File: config.mk
export PLATFORM = sky130hd
export DESIGN_NAME = ddrl_dev_flat
export DESIGN_NICKNAME = d
export VERILOG_FILES = /design/src/logic/ddrl_pkg.sv /design/src/logic/ddrl_if.sv /design/src/logic/ddrl_dev.sv /design/src/flat_wrapper.sv
export VERILOG_INCLUDE_DIRS = /design/src /design/src/logic
export SDC_FILE = /design/constraint.sdc
export NUM_CORES = 1
export LEC_CHECK = 0
export ABC_CLOCK_PERIOD_IN_PS = 3400
export BUFFER_PORTS_ARGS = -buffer_cell sky130_fd_sc_hd__buf_2
export CAP_MARGIN = 0
export CORE_MARGIN = 1
export CORE_UTILIZATION = 40
export CTS_BUF_LIST = sky130_fd_sc_hd__clkbuf_16
export DETAILED_ROUTE_END_ITERATION = 8
export GPL_ROUTABILITY_DRIVEN = 0
export MAX_ROUTING_LAYER = met4
export PLACE_DENSITY = 0.64
export SYNTH_ARGS = -nofsm -noshare
export SYNTH_HDL_FRONTEND = slang
export SYNTH_SLANG_ARGS = --single-unit
File: constraint.sdc
create_clock -name core_clk -period 3.4 [get_ports core_clk]
set_clock_uncertainty 0.05 [all_clocks]
set_input_delay 0.34 -clock core_clk [delete_from_list [all_inputs] [get_ports core_clk]]
set_output_delay 0.34 -clock core_clk [all_outputs]
set_load 0.1 [all_outputs]
File: src/logic/ddrl_defs.svh
// ddrl_defs.svh: numeric constants of the ddr read latency link and query table.
// assumes it is included by bare name from the package and both link ends.
`ifndef DDRL_DEFS_SVH
`define DDRL_DEFS_SVH

// ddr read instructions, 3-byte and 4-byte address forms
`define DDRL_OP_FAST_3B 8'h0d
`define DDRL_OP_FAST_4B 8'h0e
`define DDRL_OP_DUAL_3B 8'hbd
`define DDRL_OP_DUAL_4B 8'hbe
`define DDRL_OP_QUAD_3B 8'hed
`define DDRL_OP_QUAD_4B 8'hee

// mode cycles per read kind, the same for every latency code
`define DDRL_MODE_FAST 8'h00
`define DDRL_MODE_DUAL 8'h00
`define DDRL_MODE_QUAD 8'h01

// latency cycles per latency code and read kind
`define DDRL_LAT_C11_FAST 8'h04
`define DDRL_LAT_C11_DUAL 8'h04
`define DDRL_LAT_C11_QUAD 8'h03
`define DDRL_LAT_C00_FAST 8'h05
`define DDRL_LAT_C00_DUAL 8'h06
`define DDRL_LAT_C00_QUAD 8'h06
`define DDRL_LAT_C01_FAST 8'h06
`define DDRL_LAT_C01_DUAL 8'h07
`define DDRL_LAT_C01_QUAD 8'h07
`define DDRL_LAT_C10_FAST 8'h07
`define DDRL_LAT_C10_DUAL 8'h08
`define DDRL_LAT_C10_QUAD 8'h08

// serial clock ceilings in mhz, as the table byte encodes them
`define DDRL_FMAX_C11 8'h32
`define DDRL_FMAX_C00 8'h42
`define DDRL_FMAX_C01 8'h42
`define DDRL_FMAX_C10 8'h42

// query table layout
`define DDRL_Q_ID 8'h9a
`define DDRL_Q_LEN 8'h2a
`define DDRL_Q_ROWS 8'h05
`define DDRL_Q_ROW_LEN 8'h08
`define DDRL_Q_HDR_F 8'h46
`define DDRL_Q_HDR_C 8'h43
`define DDRL_Q_OFF_ID 6'h00
`define DDRL_Q_OFF_LEN 6'h01
`define DDRL_Q_OFF_ROWS 6'h02
`define DDRL_Q_OFF_ROW_LEN 6'h03
`define DDRL_Q_OFF_HDR_F 6'h04
`define DDRL_Q_OFF_HDR_C 6'h05
`define DDRL_Q_OFF_OPS 6'h06
`define DDRL_Q_OFF_ROW2 6'h0c
`define DDRL_Q_OFF_END 6'h2c

// byte the host drives in each mode cycle: no continuous read
`define DDRL_MODE_BYTE 8'h00
// default host serial clock rate in mhz
`define DDRL_HOST_SCK_MHZ 8'h32

`endif

File: src/logic/ddrl_pkg.sv
// ddrl_pkg: types and table lookups shared by both ends of the ddr read link.
// assumes ddrl_defs.svh is on the include path.
`include "ddrl_defs.svh"

package ddrl_pkg;

  typedef enum logic [1:0] {
    DDRL_KIND_FAST = 2'b00,
    DDRL_KIND_DUAL = 2'b01,
    DDRL_KIND_QUAD = 2'b10,
    DDRL_KIND_NONE = 2'b11
  } ddrl_kind_t;

  typedef enum logic [2:0] {
    DDRL_ST_IDLE = 3'b000,
    DDRL_ST_ADDR = 3'b001,
    DDRL_ST_MODE = 3'b010,
    DDRL_ST_LAT = 3'b011,
    DDRL_ST_DATA = 3'b100,
    DDRL_ST_SKIP = 3'b101
  } ddrl_state_t;

  // read kind from the instruction byte
  function automatic ddrl_kind_t kind_of(input logic [7:0] op);
    case (op)
      `DDRL_OP_FAST_3B, `DDRL_OP_FAST_4B: kind_of = DDRL_KIND_FAST;
      `DDRL_OP_DUAL_3B, `DDRL_OP_DUAL_4B: kind_of = DDRL_KIND_DUAL;
      `DDRL_OP_QUAD_3B, `DDRL_OP_QUAD_4B: kind_of = DDRL_KIND_QUAD;
      default: kind_of = DDRL_KIND_NONE;
    endcase
  endfunction : kind_of

  // the 4-byte forms all have an even instruction code
  function automatic logic [7:0] addr_bytes(input logic [7:0] op);
    addr_bytes = op[0] ? 8'h03 : 8'h04;
  endfunction : addr_bytes

  function automatic logic [7:0] mode_cnt(input ddrl_kind_t k);
    case (k)
      DDRL_KIND_QUAD: mode_cnt = `DDRL_MODE_QUAD;
      DDRL_KIND_DUAL: mode_cnt = `DDRL_MODE_DUAL;
      default: mode_cnt = `DDRL_MODE_FAST;
    endcase
  endfunction : mode_cnt

  function automatic logic [7:0] lat_cnt(input ddrl_kind_t k, input logic [1:0] code);
    lat_cnt = 8'h00;
    case (code)
      2'b11: lat_cnt = (k == DDRL_KIND_QUAD) ? `DDRL_LAT_C11_QUAD :
                       (k == DDRL_KIND_DUAL) ? `DDRL_LAT_C11_DUAL : `DDRL_LAT_C11_FAST;
      2'b00: lat_cnt = (k == DDRL_KIND_QUAD) ? `DDRL_LAT_C00_QUAD :
                       (k == DDRL_KIND_DUAL) ? `DDRL_LAT_C00_DUAL : `DDRL_LAT_C00_FAST;
      2'b01: lat_cnt = (k == DDRL_KIND_QUAD) ? `DDRL_LAT_C01_QUAD :
                       (k == DDRL_KIND_DUAL) ? `DDRL_LAT_C01_DUAL : `DDRL_LAT_C01_FAST;
      default: lat_cnt = (k == DDRL_KIND_QUAD) ? `DDRL_LAT_C10_QUAD :
                         (k == DDRL_KIND_DUAL) ? `DDRL_LAT_C10_DUAL : `DDRL_LAT_C10_FAST;
    endcase
  endfunction : lat_cnt

  function automatic logic [7:0] fmax(input logic [1:0] code);
    case (code)
      2'b11: fmax = `DDRL_FMAX_C11;
      2'b00: fmax = `DDRL_FMAX_C00;
      2'b01: fmax = `DDRL_FMAX_C01;
      default: fmax = `DDRL_FMAX_C10;
    endcase
  endfunction : fmax

endpackage : ddrl_pkg

File: src/logic/ddrl_if.sv
// ddrl_if: the serial link between the ddr read host and the flash end.
// assumes one shared clock; the bench joins the two ends through it.
`timescale 1ns/1ps

interface ddrl_if;
  logic cs;
  logic [7:0] host_dq;
  logic host_oe;
  logic [7:0] dev_dq;
  logic dev_oe;
  logic q_req;
  logic [5:0] q_off;
  logic q_ack;
  logic [7:0] q_data;
  // resolved data lines, for observation only; released lines read ff like a pulled-up bus
  wire [7:0] dq_bus = dev_oe ? dev_dq : (host_oe ? host_dq : 8'hff);

  modport dev (input cs, input host_dq, input host_oe, output dev_dq, output dev_oe,
               input q_req, input q_off, output q_ack, output q_data);
  modport host (output cs, output host_dq, output host_oe, input dev_dq, input dev_oe,
                output q_req, output q_off, input q_ack, input q_data);
endinterface : ddrl_if

File: src/logic/ddrl_dev.sv
// ddrl_dev: flash end of the ddr read link, with the ddr latency query table.
// assumes a combinational array on mem_addr/mem_data and a host sharing core_clk.
// the latency code is taken with the opcode, so it may change between frames.
// Behaviour
// RULE1: code 11b: fast/dual 0+4, quad 1+3
// RULE2: code 00b: fast 0+5, dual 0+6, quad 1+6
// RULE3: code 01b: fast 0+6, dual 0+7, quad 1+7
// RULE4: code 10b: fast 0+7, dual 0+8, quad 1+8
// RULE5: host keeps sck at 66 MHz, code 00b
// RULE6: 66 MHz ceiling also for codes 01b, 10b
// RULE7: table rows: limit, code, then mode/latency pairs
// RULE8: host keeps sck at 50 MHz, code 11b
// RULE9: table id 9Ah, length, five rows of eight
// RULE10: opcodes 0D/0E, BD/BE, ED/EE per address width
// RULE11: mode, then latency, data on following edge
`timescale 1ns/1ps
`include "ddrl_defs.svh"

module ddrl_dev (
  input wire logic core_clk,
  input wire logic rstn,
  ddrl_if.dev link,
  input wire logic [1:0] lat_code,
  output logic [31:0] mem_addr,
  input wire logic [7:0] mem_data,
  output logic frame_err
);

  // frame sequencer state
  ddrl_pkg::ddrl_state_t state_reg;
  ddrl_pkg::ddrl_kind_t kind_reg;
  logic [1:0] code_reg;
  logic [7:0] cnt_reg;
  logic [7:0] op_byte;
  logic [31:0] addr_reg;

  // registered link and pin outputs
  logic [7:0] dev_dq_reg;
  logic dev_oe_reg;
  logic q_ack_reg;
  logic [7:0] q_data_reg;
  logic [31:0] mem_addr_reg;
  logic frame_err_reg;

  // query table decode
  logic [5:0] row_off;
  logic [1:0] row_code;
  ddrl_pkg::ddrl_kind_t col_kind;
  logic [7:0] q_byte;

  assign op_byte = link.host_dq;

  // query table byte at the requested offset
  // offsets 0c..2b are four rows of eight bytes: ceiling, code, then
  // one mode/latency pair per read kind in fast, dual, quad order
  always_comb begin
    row_off = link.q_off - `DDRL_Q_OFF_ROW2;
    // rows hold codes 11b, 00b, 01b, 10b in turn
    row_code = 2'(row_off[4:3] + 2'b11); // [RULE7]
    // shift before narrowing, or positions 6 and 7 would fold onto fast
    col_kind = ddrl_pkg::ddrl_kind_t'(2'((row_off[2:0] - 3'd2) >> 1));
    q_byte = 8'h00;
    if (link.q_off >= `DDRL_Q_OFF_END) begin
      q_byte = 8'h00; // past the parameter end
    end else if (link.q_off >= `DDRL_Q_OFF_ROW2) begin
      unique case (row_off[2:0])
        3'd0: q_byte = ddrl_pkg::fmax(row_code); // [RULE5] [RULE6] [RULE8]
        3'd1: q_byte = {6'h00, row_code}; // [RULE7]
        3'd2, 3'd4, 3'd6: q_byte = ddrl_pkg::mode_cnt(col_kind); // [RULE7]
        default: q_byte = ddrl_pkg::lat_cnt(col_kind, row_code); // [RULE7]
      endcase
    end else begin
      // header: id, length, row count and size, column tags, opcodes
      unique case (link.q_off)
        `DDRL_Q_OFF_ID: q_byte = `DDRL_Q_ID; // [RULE9]
        `DDRL_Q_OFF_LEN: q_byte = `DDRL_Q_LEN; // [RULE9]
        `DDRL_Q_OFF_ROWS: q_byte = `DDRL_Q_ROWS; // [RULE9]
        `DDRL_Q_OFF_ROW_LEN: q_byte = `DDRL_Q_ROW_LEN; // [RULE9]
        `DDRL_Q_OFF_HDR_F: q_byte = `DDRL_Q_HDR_F;
        `DDRL_Q_OFF_HDR_C: q_byte = `DDRL_Q_HDR_C;
        6'h06: q_byte = `DDRL_OP_FAST_3B; // [RULE10]
        6'h07: q_byte = `DDRL_OP_FAST_4B; // [RULE10]
        6'h08: q_byte = `DDRL_OP_DUAL_3B; // [RULE10]
        6'h09: q_byte = `DDRL_OP_DUAL_4B; // [RULE10]
        6'h0a: q_byte = `DDRL_OP_QUAD_3B; // [RULE10]
        default: q_byte = `DDRL_OP_QUAD_4B; // [RULE10]
      endcase
    end
  end

  // query answer one cycle after the request
  // data holds between answers; only the ack is a pulse
  always_ff @(posedge core_clk) begin
    if (!rstn) begin
      q_ack_reg <= 1'b0;
      q_data_reg <= 8'h00;
    end else begin
      q_ack_reg <= link.q_req;
      if (link.q_req) begin
        q_data_reg <= q_byte;
      end
    end
  end

  // frame sequencer: opcode, address, mode, latency, data
  always_ff @(posedge core_clk) begin
    if (!rstn) begin
      state_reg <= ddrl_pkg::DDRL_ST_IDLE;
      kind_reg <= ddrl_pkg::DDRL_KIND_NONE;
      code_reg <= 2'b00;
      cnt_reg <= 8'h00;
      addr_reg <= 32'h0000_0000;
    end else if (!link.cs) begin
      // a frame ends wherever cs drops, even mid-sequence
      state_reg <= ddrl_pkg::DDRL_ST_IDLE;
    end else begin
      unique case (state_reg)
        // opcode byte: read kind, address width and latency code
        ddrl_pkg::DDRL_ST_IDLE: begin
          kind_reg <= ddrl_pkg::kind_of(op_byte); // [RULE10]
          cnt_reg <= ddrl_pkg::addr_bytes(op_byte); // [RULE10]
          code_reg <= lat_code;
          addr_reg <= 32'h0000_0000;
          if (ddrl_pkg::kind_of(op_byte) == ddrl_pkg::DDRL_KIND_NONE) begin
            state_reg <= ddrl_pkg::DDRL_ST_SKIP;
          end else begin
            state_reg <= ddrl_pkg::DDRL_ST_ADDR;
          end
        end
        // address bytes, most significant first
        ddrl_pkg::DDRL_ST_ADDR: begin
          addr_reg <= {addr_reg[23:0], link.host_dq};
          cnt_reg <= 8'(cnt_reg - 8'h01);
          if (cnt_reg == 8'h01) begin
            if (ddrl_pkg::mode_cnt(kind_reg) != 8'h00) begin // [RULE11]
              state_reg <= ddrl_pkg::DDRL_ST_MODE;
              cnt_reg <= ddrl_pkg::mode_cnt(kind_reg); // [RULE1] [RULE2] [RULE3] [RULE4]
            end else begin
              state_reg <= ddrl_pkg::DDRL_ST_LAT;
              cnt_reg <= ddrl_pkg::lat_cnt(kind_reg, code_reg); // [RULE1] [RULE2]
            end
          end
        end
        // mode cycles, only the quad read has one
        ddrl_pkg::DDRL_ST_MODE: begin
          cnt_reg <= 8'(cnt_reg - 8'h01);
          if (cnt_reg == 8'h01) begin
            state_reg <= ddrl_pkg::DDRL_ST_LAT; // [RULE11]
            cnt_reg <= ddrl_pkg::lat_cnt(kind_reg, code_reg); // [RULE3] [RULE4]
          end
        end
        // latency: the host has released the lines
        ddrl_pkg::DDRL_ST_LAT: begin
          cnt_reg <= 8'(cnt_reg - 8'h01);
          if (cnt_reg == 8'h01) begin
            state_reg <= ddrl_pkg::DDRL_ST_DATA; // [RULE11]
          end
        end
        // data runs until cs drops
        ddrl_pkg::DDRL_ST_DATA: state_reg <= ddrl_pkg::DDRL_ST_DATA;
        // refused opcode: the rest of the frame is ignored
        ddrl_pkg::DDRL_ST_SKIP: state_reg <= ddrl_pkg::DDRL_ST_SKIP;
        default: state_reg <= ddrl_pkg::DDRL_ST_SKIP;
      endcase
    end
  end

  // data drive: first byte launched at the edge ending the last latency cycle
  // cs fall is seen one edge late, so one byte overhangs the frame
  always_ff @(posedge core_clk) begin
    if (!rstn) begin
      dev_dq_reg <= 8'h00;
      dev_oe_reg <= 1'b0;
      mem_addr_reg <= 32'h0000_0000;
    end else begin
      // the address is complete with its last byte: load the memory pointer
      if (link.cs && state_reg == ddrl_pkg::DDRL_ST_ADDR && cnt_reg == 8'h01) begin
        mem_addr_reg <= {addr_reg[23:0], link.host_dq};
      end
      if (link.cs && ((state_reg == ddrl_pkg::DDRL_ST_LAT && cnt_reg == 8'h01) ||
                      state_reg == ddrl_pkg::DDRL_ST_DATA)) begin
        dev_dq_reg <= mem_data; // [RULE11]
        dev_oe_reg <= 1'b1;
        mem_addr_reg <= 32'(mem_addr_reg + 32'h0000_0001);
      end else begin
        dev_oe_reg <= 1'b0;
      end
    end
  end

  // unknown opcode flag, one cycle per refused frame
  // the refused frame then sits in skip until cs drops
  always_ff @(posedge core_clk) begin
    if (!rstn) begin
      frame_err_reg <= 1'b0;
    end else begin
      frame_err_reg <= link.cs && state_reg == ddrl_pkg::DDRL_ST_IDLE &&
                       ddrl_pkg::kind_of(op_byte) == ddrl_pkg::DDRL_KIND_NONE;
    end
  end

  // every link and pin output straight from its flip-flop
  assign link.dev_dq = dev_dq_reg;
  assign link.dev_oe = dev_oe_reg;
  assign link.q_ack = q_ack_reg;
  assign link.q_data = q_data_reg;
  assign mem_addr = mem_addr_reg;
  assign frame_err = frame_err_reg;

endmodule : ddrl_dev

File: src/flat_wrapper.sv
// flat-port wrapper written by rule: the top's interface ports become plain ports
module ddrl_dev_flat 
  (core_clk, rstn, lat_code, mem_addr, mem_data, frame_err, link_cs, link_host_dq, link_host_oe, link_dev_dq, link_dev_oe, link_q_req, link_q_off, link_q_ack, link_q_data);
  ddrl_if link_i ();
  input wire logic core_clk;
  input wire logic rstn;
  input wire logic [1:0] lat_code;
  output logic [31:0] mem_addr;
  input wire logic [7:0] mem_data;
  output logic frame_err;
  input wire logic [$bits(link_i.cs)-1:0] link_cs;
  input wire logic [$bits(link_i.host_dq)-1:0] link_host_dq;
  input wire logic [$bits(link_i.host_oe)-1:0] link_host_oe;
  output wire logic [$bits(link_i.dev_dq)-1:0] link_dev_dq;
  output wire logic [$bits(link_i.dev_oe)-1:0] link_dev_oe;
  input wire logic [$bits(link_i.q_req)-1:0] link_q_req;
  input wire logic [$bits(link_i.q_off)-1:0] link_q_off;
  output wire logic [$bits(link_i.q_ack)-1:0] link_q_ack;
  output wire logic [$bits(link_i.q_data)-1:0] link_q_data;
  assign link_i.cs = link_cs;
  assign link_i.host_dq = link_host_dq;
  assign link_i.host_oe = link_host_oe;
  assign link_dev_dq = link_i.dev_dq;
  assign link_dev_oe = link_i.dev_oe;
  assign link_i.q_req = link_q_req;
  assign link_i.q_off = link_q_off;
  assign link_q_ack = link_i.q_ack;
  assign link_q_data = link_i.q_data;
  ddrl_dev u_core (.core_clk(core_clk), .rstn(rstn), .link(link_i), .lat_code(lat_code), .mem_addr(mem_addr), .mem_data(mem_data), .frame_err(frame_err));
endmodule
# After elaboration in Yosys (flattened, before gate mapping)
# Memories as Yosys holds them, arrays and structs flattened.
# Cells that the tools add are included.
op_classes:
  n_eq_ne: 28
  n_mux: 47
  add_sub_neg: 5
  magnitude_cmp: 2
  n_reduce_logical: 25
op_table:
  columns: ["cell", "count"]
  rows:
  - ["$mux 8", 16]
  - ["$pmux 8 s3", 3]
  - ["$mux 32", 2]
  - ["$pmux 24 s2", 1]
  - ["$add 32x1->32 const B", 1]
  - ["$eq 8x8->1 const B", 4]
  - ["$pmux 8 s4", 1]
  - ["$mux 3", 7]
  - ["$eq 8x4->1 const B", 2]
  - ["$pmux 3 s5", 1]
  - ["$eq 2x2->1 const B", 6]
  - ["$mux 2", 6]
  - ["$eq 3x2->1 const B", 3]
  - ["$eq 3x3->1 const B", 3]
  - ["$eq 2x1->1 const B", 4]
  - ["$eq 8x1->1 const B", 1]
  - ["$mux 4", 2]
  - ["$reduce_and 2->1", 4]
  - ["$reduce_bool 8->1", 1]
  - ["$sub 8x1->8 const B", 1]
  - ["$mux 7", 1]
  - ["$eq 3x1->1 const B", 2]
  - ["$ge 6x4->1 const B", 1]
  - ["$ge 6x6->1 const B", 1]
  - ["other kinds (16)", 33]
totals:
  register_bits: 90
  output_inout_bits: 51
  input_bits: 29
  mem_bits_ro: 128
  word_cells: 119
  mem_count: 1
memory_table:
  columns: ["memory", "words", "width", "read_ports", "rd_clocked_by_memory_dff", "wr", "line", "text"]
  rows:
  - ["(no name shown)", 16, 8, 1, 0, 0, "ddrl_dev.sv:74", "unique case (link.q_off)"]

# Longest topological paths before layout
# Gate-level depths: netlist of run 1.
logic_depth:
  word_depth: 10
  depth_mapped: 9
  depth_no_buf: 9

# Worst setup path after synthesis of run 1
# Ideal clock, no wire load.
synth_path:
  kind: "register -> register"
  start: "register u_core.mem_addr_reg[0] (netlist: u_core.mem_addr[0])"
  end: "register u_core.mem_addr_reg[16] (netlist: u_core.mem_addr[16])"
  required_ps: 3276
  t_arrival_ps: 2793
  period_less_slack_ps: 2917
  n_path_buf: 1
  path_slack_ps: 483
  stages_incl_launch_ff: 7
  setup_ps: 74
  path_cell_list: "dfxtp_1 > ha_1 > nand3_1 > or4_1 > buf_2 > or4_1 > a31oi_1"
synth_between:
  elab_chain_cells: 2
synth_lines:
  columns: ["element", "line", "text"]
  rows:
  - ["from (decl)", "ddrl_dev.sv:42", "logic [31:0] mem_addr_reg;"]
  - ["from (signal assigned)", "ddrl_dev.sv:178", "mem_addr_reg <= {addr_reg[23:0], link.host_dq};"]
  - ["from (signal assigned)", "ddrl_dev.sv:184", "mem_addr_reg <= 32'(mem_addr_reg + 32'h0000_0001);"]
  - ["$add 32x1->32", "ddrl_dev.sv:184", null]
  - ["$mux 32", "ddrl_dev.sv:180", "if (link.cs && ((state_reg == ddrl_pkg::DDRL_ST_LAT && cnt_reg == 8'h01) ||"]
# No other way between the ends.
# A chain may end at the register's enable or synchronous reset.

# Worst setup path after layout of run 1
layout_path:
  start: "register u_core.state_reg[2]"
  end: "register u_core.mem_addr_reg[19] (netlist: u_core.mem_addr[19])"
layout_between:
  elab_chain_cells: 5
  elab_cells_between_ends: 10
  classes_between: "eq/ne (3); mux (1); reduce/logical (6)"
layout_lines:
  columns: ["element", "line", "text"]
  rows:
  - ["from (decl)", "ddrl_dev.sv:30", "ddrl_pkg::ddrl_state_t state_reg;"]
  - ["from (signal assigned)", "ddrl_dev.sv:108", "state_reg <= ddrl_pkg::DDRL_ST_IDLE;"]
  - ["from (signal assigned)", "ddrl_dev.sv:115", "state_reg <= ddrl_pkg::DDRL_ST_IDLE;"]
  - ["from (signal assigned)", "ddrl_dev.sv:125", "state_reg <= ddrl_pkg::DDRL_ST_SKIP;"]
  - ["$eq 3x2->1", "ddrl_dev.sv:180", null]
  - ["$logic_and 1x1->1", "ddrl_dev.sv:180", null]
  - ["$logic_or 1x1->1", "ddrl_dev.sv:180", null]
  - ["$logic_and 1x1->1", "ddrl_dev.sv:180", null]
  - ["$mux 32 or $reduce_bool 2->1 (tied branches)", null, null]
# Several ways; a longest one is shown, not always the timed one.

==> qor.csv, run 1 <==
stage;metric;value;unit
hold_path;holdPathStages;3;
clock_network;numCtsBuffers;9;
final_layout;instances_no_fill;875;
global_route;grt_max_degree;46;
global_route;grt_pass1_wl;23100;µm
clock_network;post_cts_resized;0;
yosys;yosysSeqAreaShare;36.3;%
sta;fin_crit;2520;ps
final_layout;nets;745;
power;switching_share;27.0;%
worst_setup_path;endpoint;u_core.mem_addr[19];
power;powerDensity;447;nW/µm²
placed_design;io_buffers;78;
sta;worst_slew_margin_rel;36.2;%
clock_network;htreeDepth;3;
final_layout;areaGrowthSynthToFinish;17.1;%
worst_setup_path;start_kind;register;
placed_design;place_area;5480;µm²
final_layout;num_antenna_cells;0;
final_layout;drive_above_1_share;16.4;%
worst_setup_path;crit_required;3630;ps
route;ant_nets;0;
worst_setup_path;worstPathArrival;2750;ps
yosys;yosysWarningCount;0;
worst_setup_path;worstSetupPathType;reg -> reg;
yosys;synthArstFlopShare;0;%
sta;setup_ws;876;ps
yosys;synthCells;648;
final_layout;regArea;1800;µm²
final_layout;final_util;48.2;%
route;drcViolationCount;0;
yosys;synth_edf_count;0;
route;vias;5073;
global_route;track_usage;23.2;%
yosys;synth_area;4960;µm²
placed_design;dp_hpwl;9660;µm
clock_network;worstSkewPairLatency;350;ps
sta;fmax;396;MHz
power;p_leak;2.17;nW
sta;final.setup.tns;0;ps
floorplan;io_pins;80;
clock_network;cts_tree;done;
floorplan;fp.dieH;113;µm
placed_design;dp_slack;923;ps
yosys;synthFlopType;dfxtp_1;
sta;finalHoldViolCount;0;
floorplan;fp.dieW;113;µm
power;p_int;1.90;mW
clock_network;clockRootBuffer;clkbuf_16;
flow_run;cap_violations;0;
worst_setup_path;rr_endpoint;u_core.mem_addr[19];
clock_network;postCtsSetupBuffers;0;
yosys;synth_area_per_cell;7.66;µm²
worst_setup_path;critPathCaptureType;register;
route;drt_wl_total;14100;µm
final_layout;largest_register_ffs;32;
floorplan;start_util;41.2;%
final_layout;final_cell_mix;91 x nand2_1, 90 x dfxtp_1, 79 x a21oi_1;
outcome;status;finished clean;
sta;drv_slew;0;
floorplan;die_area;12900;µm²
clock_network;cts.sinks;90;
yosys;synthDistinctLibCells;64;
final_layout;design_area;5810;µm²
worst_setup_path;worst_r2r_startpoint;u_core.state_reg[2];
route;first_iter_violations;458;
clock_network;clock_path_buffers;2;
sta;worst_slew_pin_slew;950;ps
power;p_switching;0.703;mW
power;p_comb_share;13.6;%
worst_setup_path;regToRegSetupSlack;880;ps
power;seqPwrFrac;42.5;%
worst_setup_path;startpoint;u_core.state_reg[2];
sta;post-route-period-util;74.2;%
clock_network;clk_pin_slew;70;ps
floorplan;placeableCoreArea;12100;µm²
global_route;antenna_found_initial;0;
placed_design;place_inst;860;
power;clkPwrFrac;43.9;%
final_layout;final_common_cell;nand2_1;
floorplan;row_count;40;
route;wire_per_inst;16.2;µm
power;power;2.60;mW
yosys;ys_ff_latch;90;
final_layout;fill_cells;1196;
yosys;syn_nets;690;
route;dr.pass1.iters;5;
hold_path;worst_hold_path_type;in -> reg;
route;viasPerCell;5.80;
global_route;grt_pass1_vias;4579;
power;irDropWorstVdd;0.249;mV
global_route;grt-ovfl-total;0;
worst_setup_path;r2r_cells;5;
sta;whs;179;ps
sta;setup_viol;0;
sta;rsz0062_at_grt;false;
clock_network;cts_hold_buffers;0;
worst_setup_path;path_max_fanout;16;
final_layout;multiInputGateArea;2930;µm²
## cell families (layout without fill, tap and decap cells)
family                     count (synthesis)  after routing  synth area share, %
adders and majority gates                 14             14                 3.48
and+or+nand+nor                          275            275                 28.8
xor gates and xnor gates                  14             14                 2.47
muxes                                      8              8                 1.61
DFF                                       90             90                 36.3
buffers and inverters                     63            122                 4.89
AOI/OAI and AO/OA                        184            184                 22.5
## worst min-delay path by stage
stage	slack, ps	from	to
6_report	180	mem_data[7]	u_core.link.dev_dq[7]
5_1_grt	170	mem_data[5]	u_core.link.dev_dq[5]
4_1_cts	170	mem_data[7]	u_core.link.dev_dq[7]
3_5_place_dp	400	u_core.link.dev_dq[6]	u_core.link.dev_dq[6]
3_3_place_gp	390	u_core.link.dev_dq[1]	u_core.link.dev_dq[1]
2_1_floorplan	380	u_core.addr_reg[21]	u_core.addr_reg[21]
## layer usage
layer	routed length, µm	up-vias	global-route usage, %
met5	0	-	-
li1	-	2465	-
met3	913	20	2.71
met1	6530	2376	31.0
met4	281	0	9.47
met2	6420	212	35.9
## power groups by stage
| stage | clock [mW] | sequential (mW) | combinational, mW |
|---|---|---|---|
| 6_report | 1.14 | 1.10 | 0.353 |
| 3_5_place_dp | 0 | 1.13 | 0.350 |
| 3_3_place_gp | 0 | 1.13 | 0.344 |
| 4_1_cts | 1.16 | 1.10 | 0.351 |
| 5_1_grt | 1.20 | 1.11 | 0.384 |
| 2_1_floorplan | 0 | 1.19 | 0.196 |
## cell type report
class | instances | area share (%)
Clock buffer | 9 | 3.87
Timing Repair Buffer | 89 | 8.13
Sequential cell | 90 | 31.0
Clock inverter | 6 | 1.83
Inverter | 18 | 1.16
Multi-Input combinational cell | 495 | 50.4
Tap cell | 168 | 3.62
## cells in the mapped netlist, types with 4 or more instances
| master | count | area share (%) |
|---|---|---|
| a32oi_1 | 4 | 0.71 |
| nor2_1 | 30 | 2.3 |
| and3_1 | 12 | 1.5 |
| ha_1 | 13 | 3.3 |
| clkbuf_1 | 37 | 2.8 |
| xor2_1 | 7 | 1.2 |
| nand4_1 | 16 | 2.0 |
| o211ai_1 | 4 | 0.61 |
| nand2b_1 | 11 | 1.4 |
| nor3_1 | 13 | 1.3 |
| o21a_1 | 6 | 0.91 |
| nor4_1 | 8 | 1.0 |
| o21ai_0 | 33 | 3.3 |
| and2_1 | 10 | 1.3 |
| mux2i_1 | 8 | 1.6 |
| inv_1 | 17 | 1.3 |
| nor2b_1 | 4 | 0.50 |
| or3_1 | 12 | 1.5 |
| xnor2_1 | 7 | 1.2 |
| dfxtp_1 | 90 | 36 |
| nand3_1 | 45 | 4.5 |
| a22oi_1 | 7 | 1.1 |
| a21oi_1 | 79 | 8.0 |
| buf_2 | 5 | 0.50 |
| a31oi_1 | 19 | 2.4 |
| nand2_1 | 91 | 6.9 |
## worst max-delay path, stage by stage (launching register included)
cell,delay [ps]
dfxtp_1,630
nor4bb_1,510
a31o_2,350
nand4_1,330
or3_1,420
a31oi_1,160
(Power assumes the default switching activity.)
==> inputs of run 2 (changes only) <==
- ABC_CLOCK_PERIOD_IN_PS: 3400 -> 2500
- clock period: 3.4 -> 2.5 ns (I/O delays scaled with it)
==> qor.csv, run 2 (synthesis gave the netlist of run 1 again) <==
stage;metric;value;unit;change
clock_network;htreeDepth;3;;unchanged
global_route;grt_pass1_vias;4651;;+1.6%
sta;post-route-period-util;94.3;%;+20 points
placed_design;dp_hpwl;9760;µm;+1.0%
route;vias;5071;;-0.039%
worst_setup_path;cp.depth;6;;+1
floorplan;row_count;40;;unchanged
route;ant_nets;0;;unchanged
floorplan;placeableCoreArea;12100;µm²;unchanged
clock_network;post_cts_resized;0;;unchanged
final_layout;num_antenna_cells;0;;unchanged
route;viasPerCell;5.70;;-1.7%
sta;fmax;424;MHz;+7.1%
final_layout;largest_register_ffs;32;;unchanged
route;drt_wl_total;14100;µm;-0.52%
power;irDropWorstVdd;0.309;mV;+24%
placed_design;io_buffers;78;;unchanged
floorplan;io_pins;80;;unchanged
worst_setup_path;crit_required;2710;ps;-920 ps
clock_network;cts_tree;done;;
floorplan;start_util;41.2;%;unchanged
final_layout;nets;760;;+2.0%
final_layout;drive_above_1_share;19.8;%;+3.4 points
route;drcViolationCount;0;;unchanged
floorplan;die_area;12900;µm²;unchanged
sta;worst_slew_margin_rel;59.4;%;+23 points
route;first_iter_violations;441;;-3.7%
global_route;grt-ovfl-total;0;;unchanged
clock_network;clock_path_buffers;2;;unchanged
clock_network;clockRootBuffer;clkbuf_16;;
route;dr.pass1.iters;5;;unchanged
worst_setup_path;worstSetupPathType;reg -> reg;;
sta;fin_crit;2360;ps;-167 ps
clock_network;cts.sinks;90;;unchanged
worst_setup_path;crit_buf_inv;0;;unchanged
sta;finalHoldViolCount;0;;unchanged
final_layout;final_cell_mix;91 x nand2_1, 79 x a21oi_1, 78 x buf_2;;
final_layout;areaGrowthSynthToFinish;18.6;%;
route;wire_per_inst;15.8;µm;-2.2%
worst_setup_path;path_max_fanout;10;;-6
worst_setup_path;cp_slowest_stage_delay;430;ps;-200 ps
sta;worst_slew_pin_slew;607;ps;-343 ps
sta;final.setup.tns;0;ps;unchanged
worst_setup_path;r2r_cells;6;;+1
placed_design;place_inst;875;;+1.7%
worst_setup_path;crit_path_cell_trace;ha_1, nor4bb_1, a31o_2, nand4_1, or3_1, a31oi_1;;
clock_network;worstSkewPairLatency;340;ps;about the same
clock_network;clk_pin_slew;60;ps;about the same
sta;rsz0062_at_grt;false;;
final_layout;instances_no_fill;890;;+1.7%
worst_setup_path;critPathCaptureType;register;;
clock_network;numCtsBuffers;9;;unchanged
flow_run;cap_violations;0;;unchanged
global_route;grt_pass1_wl;23100;µm;about the same
hold_path;worst_hold_path_type;in -> reg;;
clock_network;cts_hold_buffers;0;;unchanged
clock_network;postCtsSetupBuffers;0;;unchanged
worst_setup_path;worstPathArrival;2570;ps;-180 ps
global_route;grt_max_degree;38;;-17%
power;p_leak;2.23;nW;+2.7%
floorplan;fp.dieW;113;µm;unchanged
worst_setup_path;start_kind;register;;
sta;setup_viol;0;;unchanged
floorplan;fp.dieH;113;µm;unchanged
global_route;antenna_found_initial;0;;unchanged
outcome;status;finished clean;;
final_layout;final_common_cell;nand2_1;;
worst_setup_path;crit_path_top_delay_cell;nor4bb_1;;
global_route;track_usage;23.2;%;about the same
worst_setup_path;critPathTopFamily;simple AND/OR/NAND/NOR gates;;
power;powerDensity;555;nW/µm²;+24%
sta;drv_slew;0;;unchanged
hold_path;holdPathStages;3;;unchanged
[run 2: cell type report]
type	count	area (µm²)
sequential	90	1820
tap	168	210
fill	1200	6170
timing repair buffer	104	586
multi-input combinational	495	2930
clock buffer	10	250
inverter	18	67.6
clock inverter	5	21.3
[run 2: final timing paths]
path                            start               endpoint  slack [ps]
setup / recovery    u_core.cnt_reg[0]    u_core.mem_addr[19]         140
hold / removal            mem_data[2]  u_core.link.dev_dq[2]          90
setup reg to reg    u_core.cnt_reg[0]    u_core.mem_addr[19]         140
hold reg to reg   u_core.addr_reg[21]    u_core.addr_reg[21]         400
[run 2: worst min-delay path: cells and delay by family]
kind	cells	cell delay [ps]
buffers and inverters	1	90
AOI/OAI and AO/OA	1	50
and+or+nand+nor	1	40
[run 2: routing by layer]
metal | track usage [%] | share of wire [%]
met1 | 30.4 | 47
met2 | 36.6 | 46
met3 | 4.78 | 5.6
met4 | 6.23 | 1.4
met5 | - | 0
[run 2: metrics by stage]
step / total power, mW / hold slack (ps) / utilization [%] / setup WS, ps / area [µm²]
2_1_floorplan: 1.88 / 330 / - / 49.5 / 4980
3_3_place_gp: 2.02 / 390 / 46.6 / 235 / 5620
3_5_place_dp: 2.02 / 394 / 46.6 / 135 / 5620
4_1_cts: 3.30 / 80.3 / 48.8 / 128 / 5890
5_1_grt: 3.39 / 86.5 / 48.8 / 2.57 / 5890
6_report: 3.27 / 93.1 / 48.8 / 143 / 5890
[run 2: power breakdown]
| part | internal (mW) | switching, mW | total (mW) | leakage [nW] |
|---|---|---|---|---|
| Combinational | 0.157 | 0.348 | 0.504 | 1.35 |
| Clock | 0.715 | 0.555 | 1.27 | 0.143 |
| Sequential | 1.46 | 0.0291 | 1.49 | 0.736 |
| Total | 2.34 | 0.931 | 3.27 | 2.23 |
==> inputs of run 3 (changes only) <==
- CORE_UTILIZATION: 40 -> 26
- PLACE_DENSITY: 0.64 -> 0.47
==> qor.csv, run 3 (synthesis gave the netlist of run 1 again) <==
stage;metric;value;unit;change
outcome;status;finished clean;;
sta;worst_slew_pin_slew;570;ps;-37.1 ps
clock_network;cts.sinks;90;;unchanged
global_route;grt_pass1_wl;25600;µm;+11%
clock_network;worstSkewPairLatency;350;ps;about the same
route;dr.pass1.iters;7;;+2
flow_run;cap_violations;0;;unchanged
clock_network;cts_tree;done;;
hold_path;holdPathStages;3;;unchanged
final_layout;areaGrowthSynthToFinish;21.0;%;
worst_setup_path;worstSetupPathType;reg -> reg;;
worst_setup_path;crit_required;2740;ps;+30 ps
placed_design;dp_slack;183;ps;+47.8 ps
hold_path;hp-start;mem_data[5];;
worst_setup_path;worst_r2r_startpoint;u_core.mem_addr[0];;
power;p_leak;2.24;nW;+0.34%
global_route;grt_max_degree;74;;+95%
sta;worst_slew_margin_rel;61.7;%;+2.2 points
sta;fmax;454;MHz;+7.1%
floorplan;start_util;26.5;%;-15 points
final_layout;nets;758;;-0.26%
final_layout;num_antenna_cells;0;;unchanged
worst_setup_path;path_max_fanout;7;;-3
power;irDropWorstVdd;0.319;mV;+3.2%
worst_setup_path;critPathCaptureType;register;;
clock_network;clk_pin_slew;80;ps;+20 ps
final_layout;final_common_cell;nand2_1;;
placed_design;dp_hpwl;10700;µm;+9.6%
global_route;use_met3;1.85;%;-2.9 points
floorplan;row_count;50;;+25%
floorplan;io_pins;80;;unchanged
sta;drv_slew;0;;unchanged
route;first_iter_violations;408;;-7.5%
final_layout;final_cell_mix;91 x nand2_1, 79 x a21oi_1, 78 x buf_2;;
clock_network;clock_path_buffers;2;;unchanged
global_route;grt_util_met1;21.9;%;-8.5 points
global_route;grt-ovfl-total;0;;unchanged
floorplan;fp.dieH;140;µm;+24%
clock_network;clockRootBuffer;clkbuf_16;;
route;viasPerCell;5.28;;-7.3%
power;switching_share;29.2;%;+0.72 points
global_route;grt_pass1_vias;4923;;+5.8%
floorplan;placeableCoreArea;18700;µm²;+55%
power;powerDensity;579;nW/µm²;+4.3%
global_route;track_usage;16.7;%;-6.5 points
floorplan;fp.dieW;140;µm;+24%
power;power;3.48;mW;+6.4%
worst_setup_path;startpoint;u_core.mem_addr[0];;
sta;post-route-period-util;88.0;%;-6.2 points
floorplan;die_area;19600;µm²;+53%
placed_design;io_buffers;78;;unchanged
power;seqPwrFrac;43.1;%;-2.6 points
clock_network;post_cts_resized;0;;unchanged
route;wire_per_inst;16.3;µm;+3.1%
sta;final.setup.tns;0;ps;unchanged
route;ant_nets;0;;unchanged
power;p_comb_share;14.6;%;-0.8 points
sta;finalHoldViolCount;0;;unchanged
worst_setup_path;r2r_cells;5;;-1
global_route;grtUsageMet2;26.4;%;-10 points
clock_network;numCtsBuffers;9;;unchanged
clock_network;postCtsSetupBuffers;0;;unchanged
clock_network;cts_hold_buffers;0;;unchanged
route;drt_wl_total;15600;µm;+10%
final_layout;largest_register_ffs;32;;unchanged
hold_path;worst_hold_path_type;in -> reg;;
global_route;grt.busiest_layer;met2;;
global_route;antenna_found_initial;0;;unchanged
power;p_switching;1.02;mW;+9.1%
sta;rsz0062_at_grt;false;;
clock_network;htreeDepth;3;;unchanged
worst_setup_path;worstPathArrival;2440;ps;-130 ps
sta;fin_crit;2200;ps;-156 ps
sta;setup_ws;300;ps;+156 ps
final_layout;drive_above_1_share;20.0;%;+0.19 points
worst_setup_path;start_kind;register;;
power;p_int;2.46;mW;+5.4%
sta;setup_viol;0;;unchanged
route;vias;5041;;-0.59%
power;clkPwrFrac;42.3;%;+3.4 points
route;drcViolationCount;0;;unchanged
==> run 3: cell types whose count changed in the layout (fill, tap and decap cells not counted) <==
cell and delta:
inv_6 +1, buf_12 +1, buf_4 -3, bufinv_16 +1, clkinv_1 -1, inv_1 -2, inv_8 +1
==> run 3: area by class of cell <==
cell class / instances / area, µm²
Sequential cell: 90 / 1820
Clock buffer: 10 / 250
Tap cell: 234 / 293
Multi-Input combinational cell: 495 / 2930
Inverter: 18 / 67.6
Fill cell: 1986 / 12700
Timing Repair Buffer: 102 / 583
Clock inverter: 5 / 60.1
==> run 3: path summary, 6_finish.rpt <==
check / slack, ps / to
worst max-delay path: 300 / u_core.mem_addr[16]
worst min-delay path: 80 / u_core.link.dev_dq[5]
worst max register to register: 300 / u_core.mem_addr[16]
worst min register to register: 410 / u_core.addr_reg[19]
==> run 3: power by group through the flow <==
stage               combinational (mW)  clock, mW  sequential (mW)
finish                           0.507       1.47             1.50
CTS                              0.509       1.50             1.50
global route                     0.557       1.56             1.50
detailed placement               0.507          0             1.53
floorplan                        0.266          0             1.62
global placement                 0.498          0             1.53
==> run 3: metal layers <==
layer / vias up / routed length [µm]
met4: 0 / 289
met5: - / 0
met2: 122 / 7170
li1: 2493 / -
met3: 22 / 522
met1: 2404 / 7580
==> run 3: critical path, cell delays in order (launching register included) <==
cell     delay (ps)
dfxtp_4         380
ha_1            200
nand3_1         140
or4_1           670
or4_1           530
a31oi_1         170
==> run 3: through the flow <==
step           hold WS (ps)  instances  instance area [µm²]  util [%]
6_report               75.3        954                 6010      32.1
5_1_grt                79.6        954                 6010      32.1
4_1_cts                66.9        954                 6010      32.1
3_5_place_dp            396        939                 5700      30.5
3_3_place_gp            389        939                 5700      30.5
2_1_floorplan           330        648                 4980         -
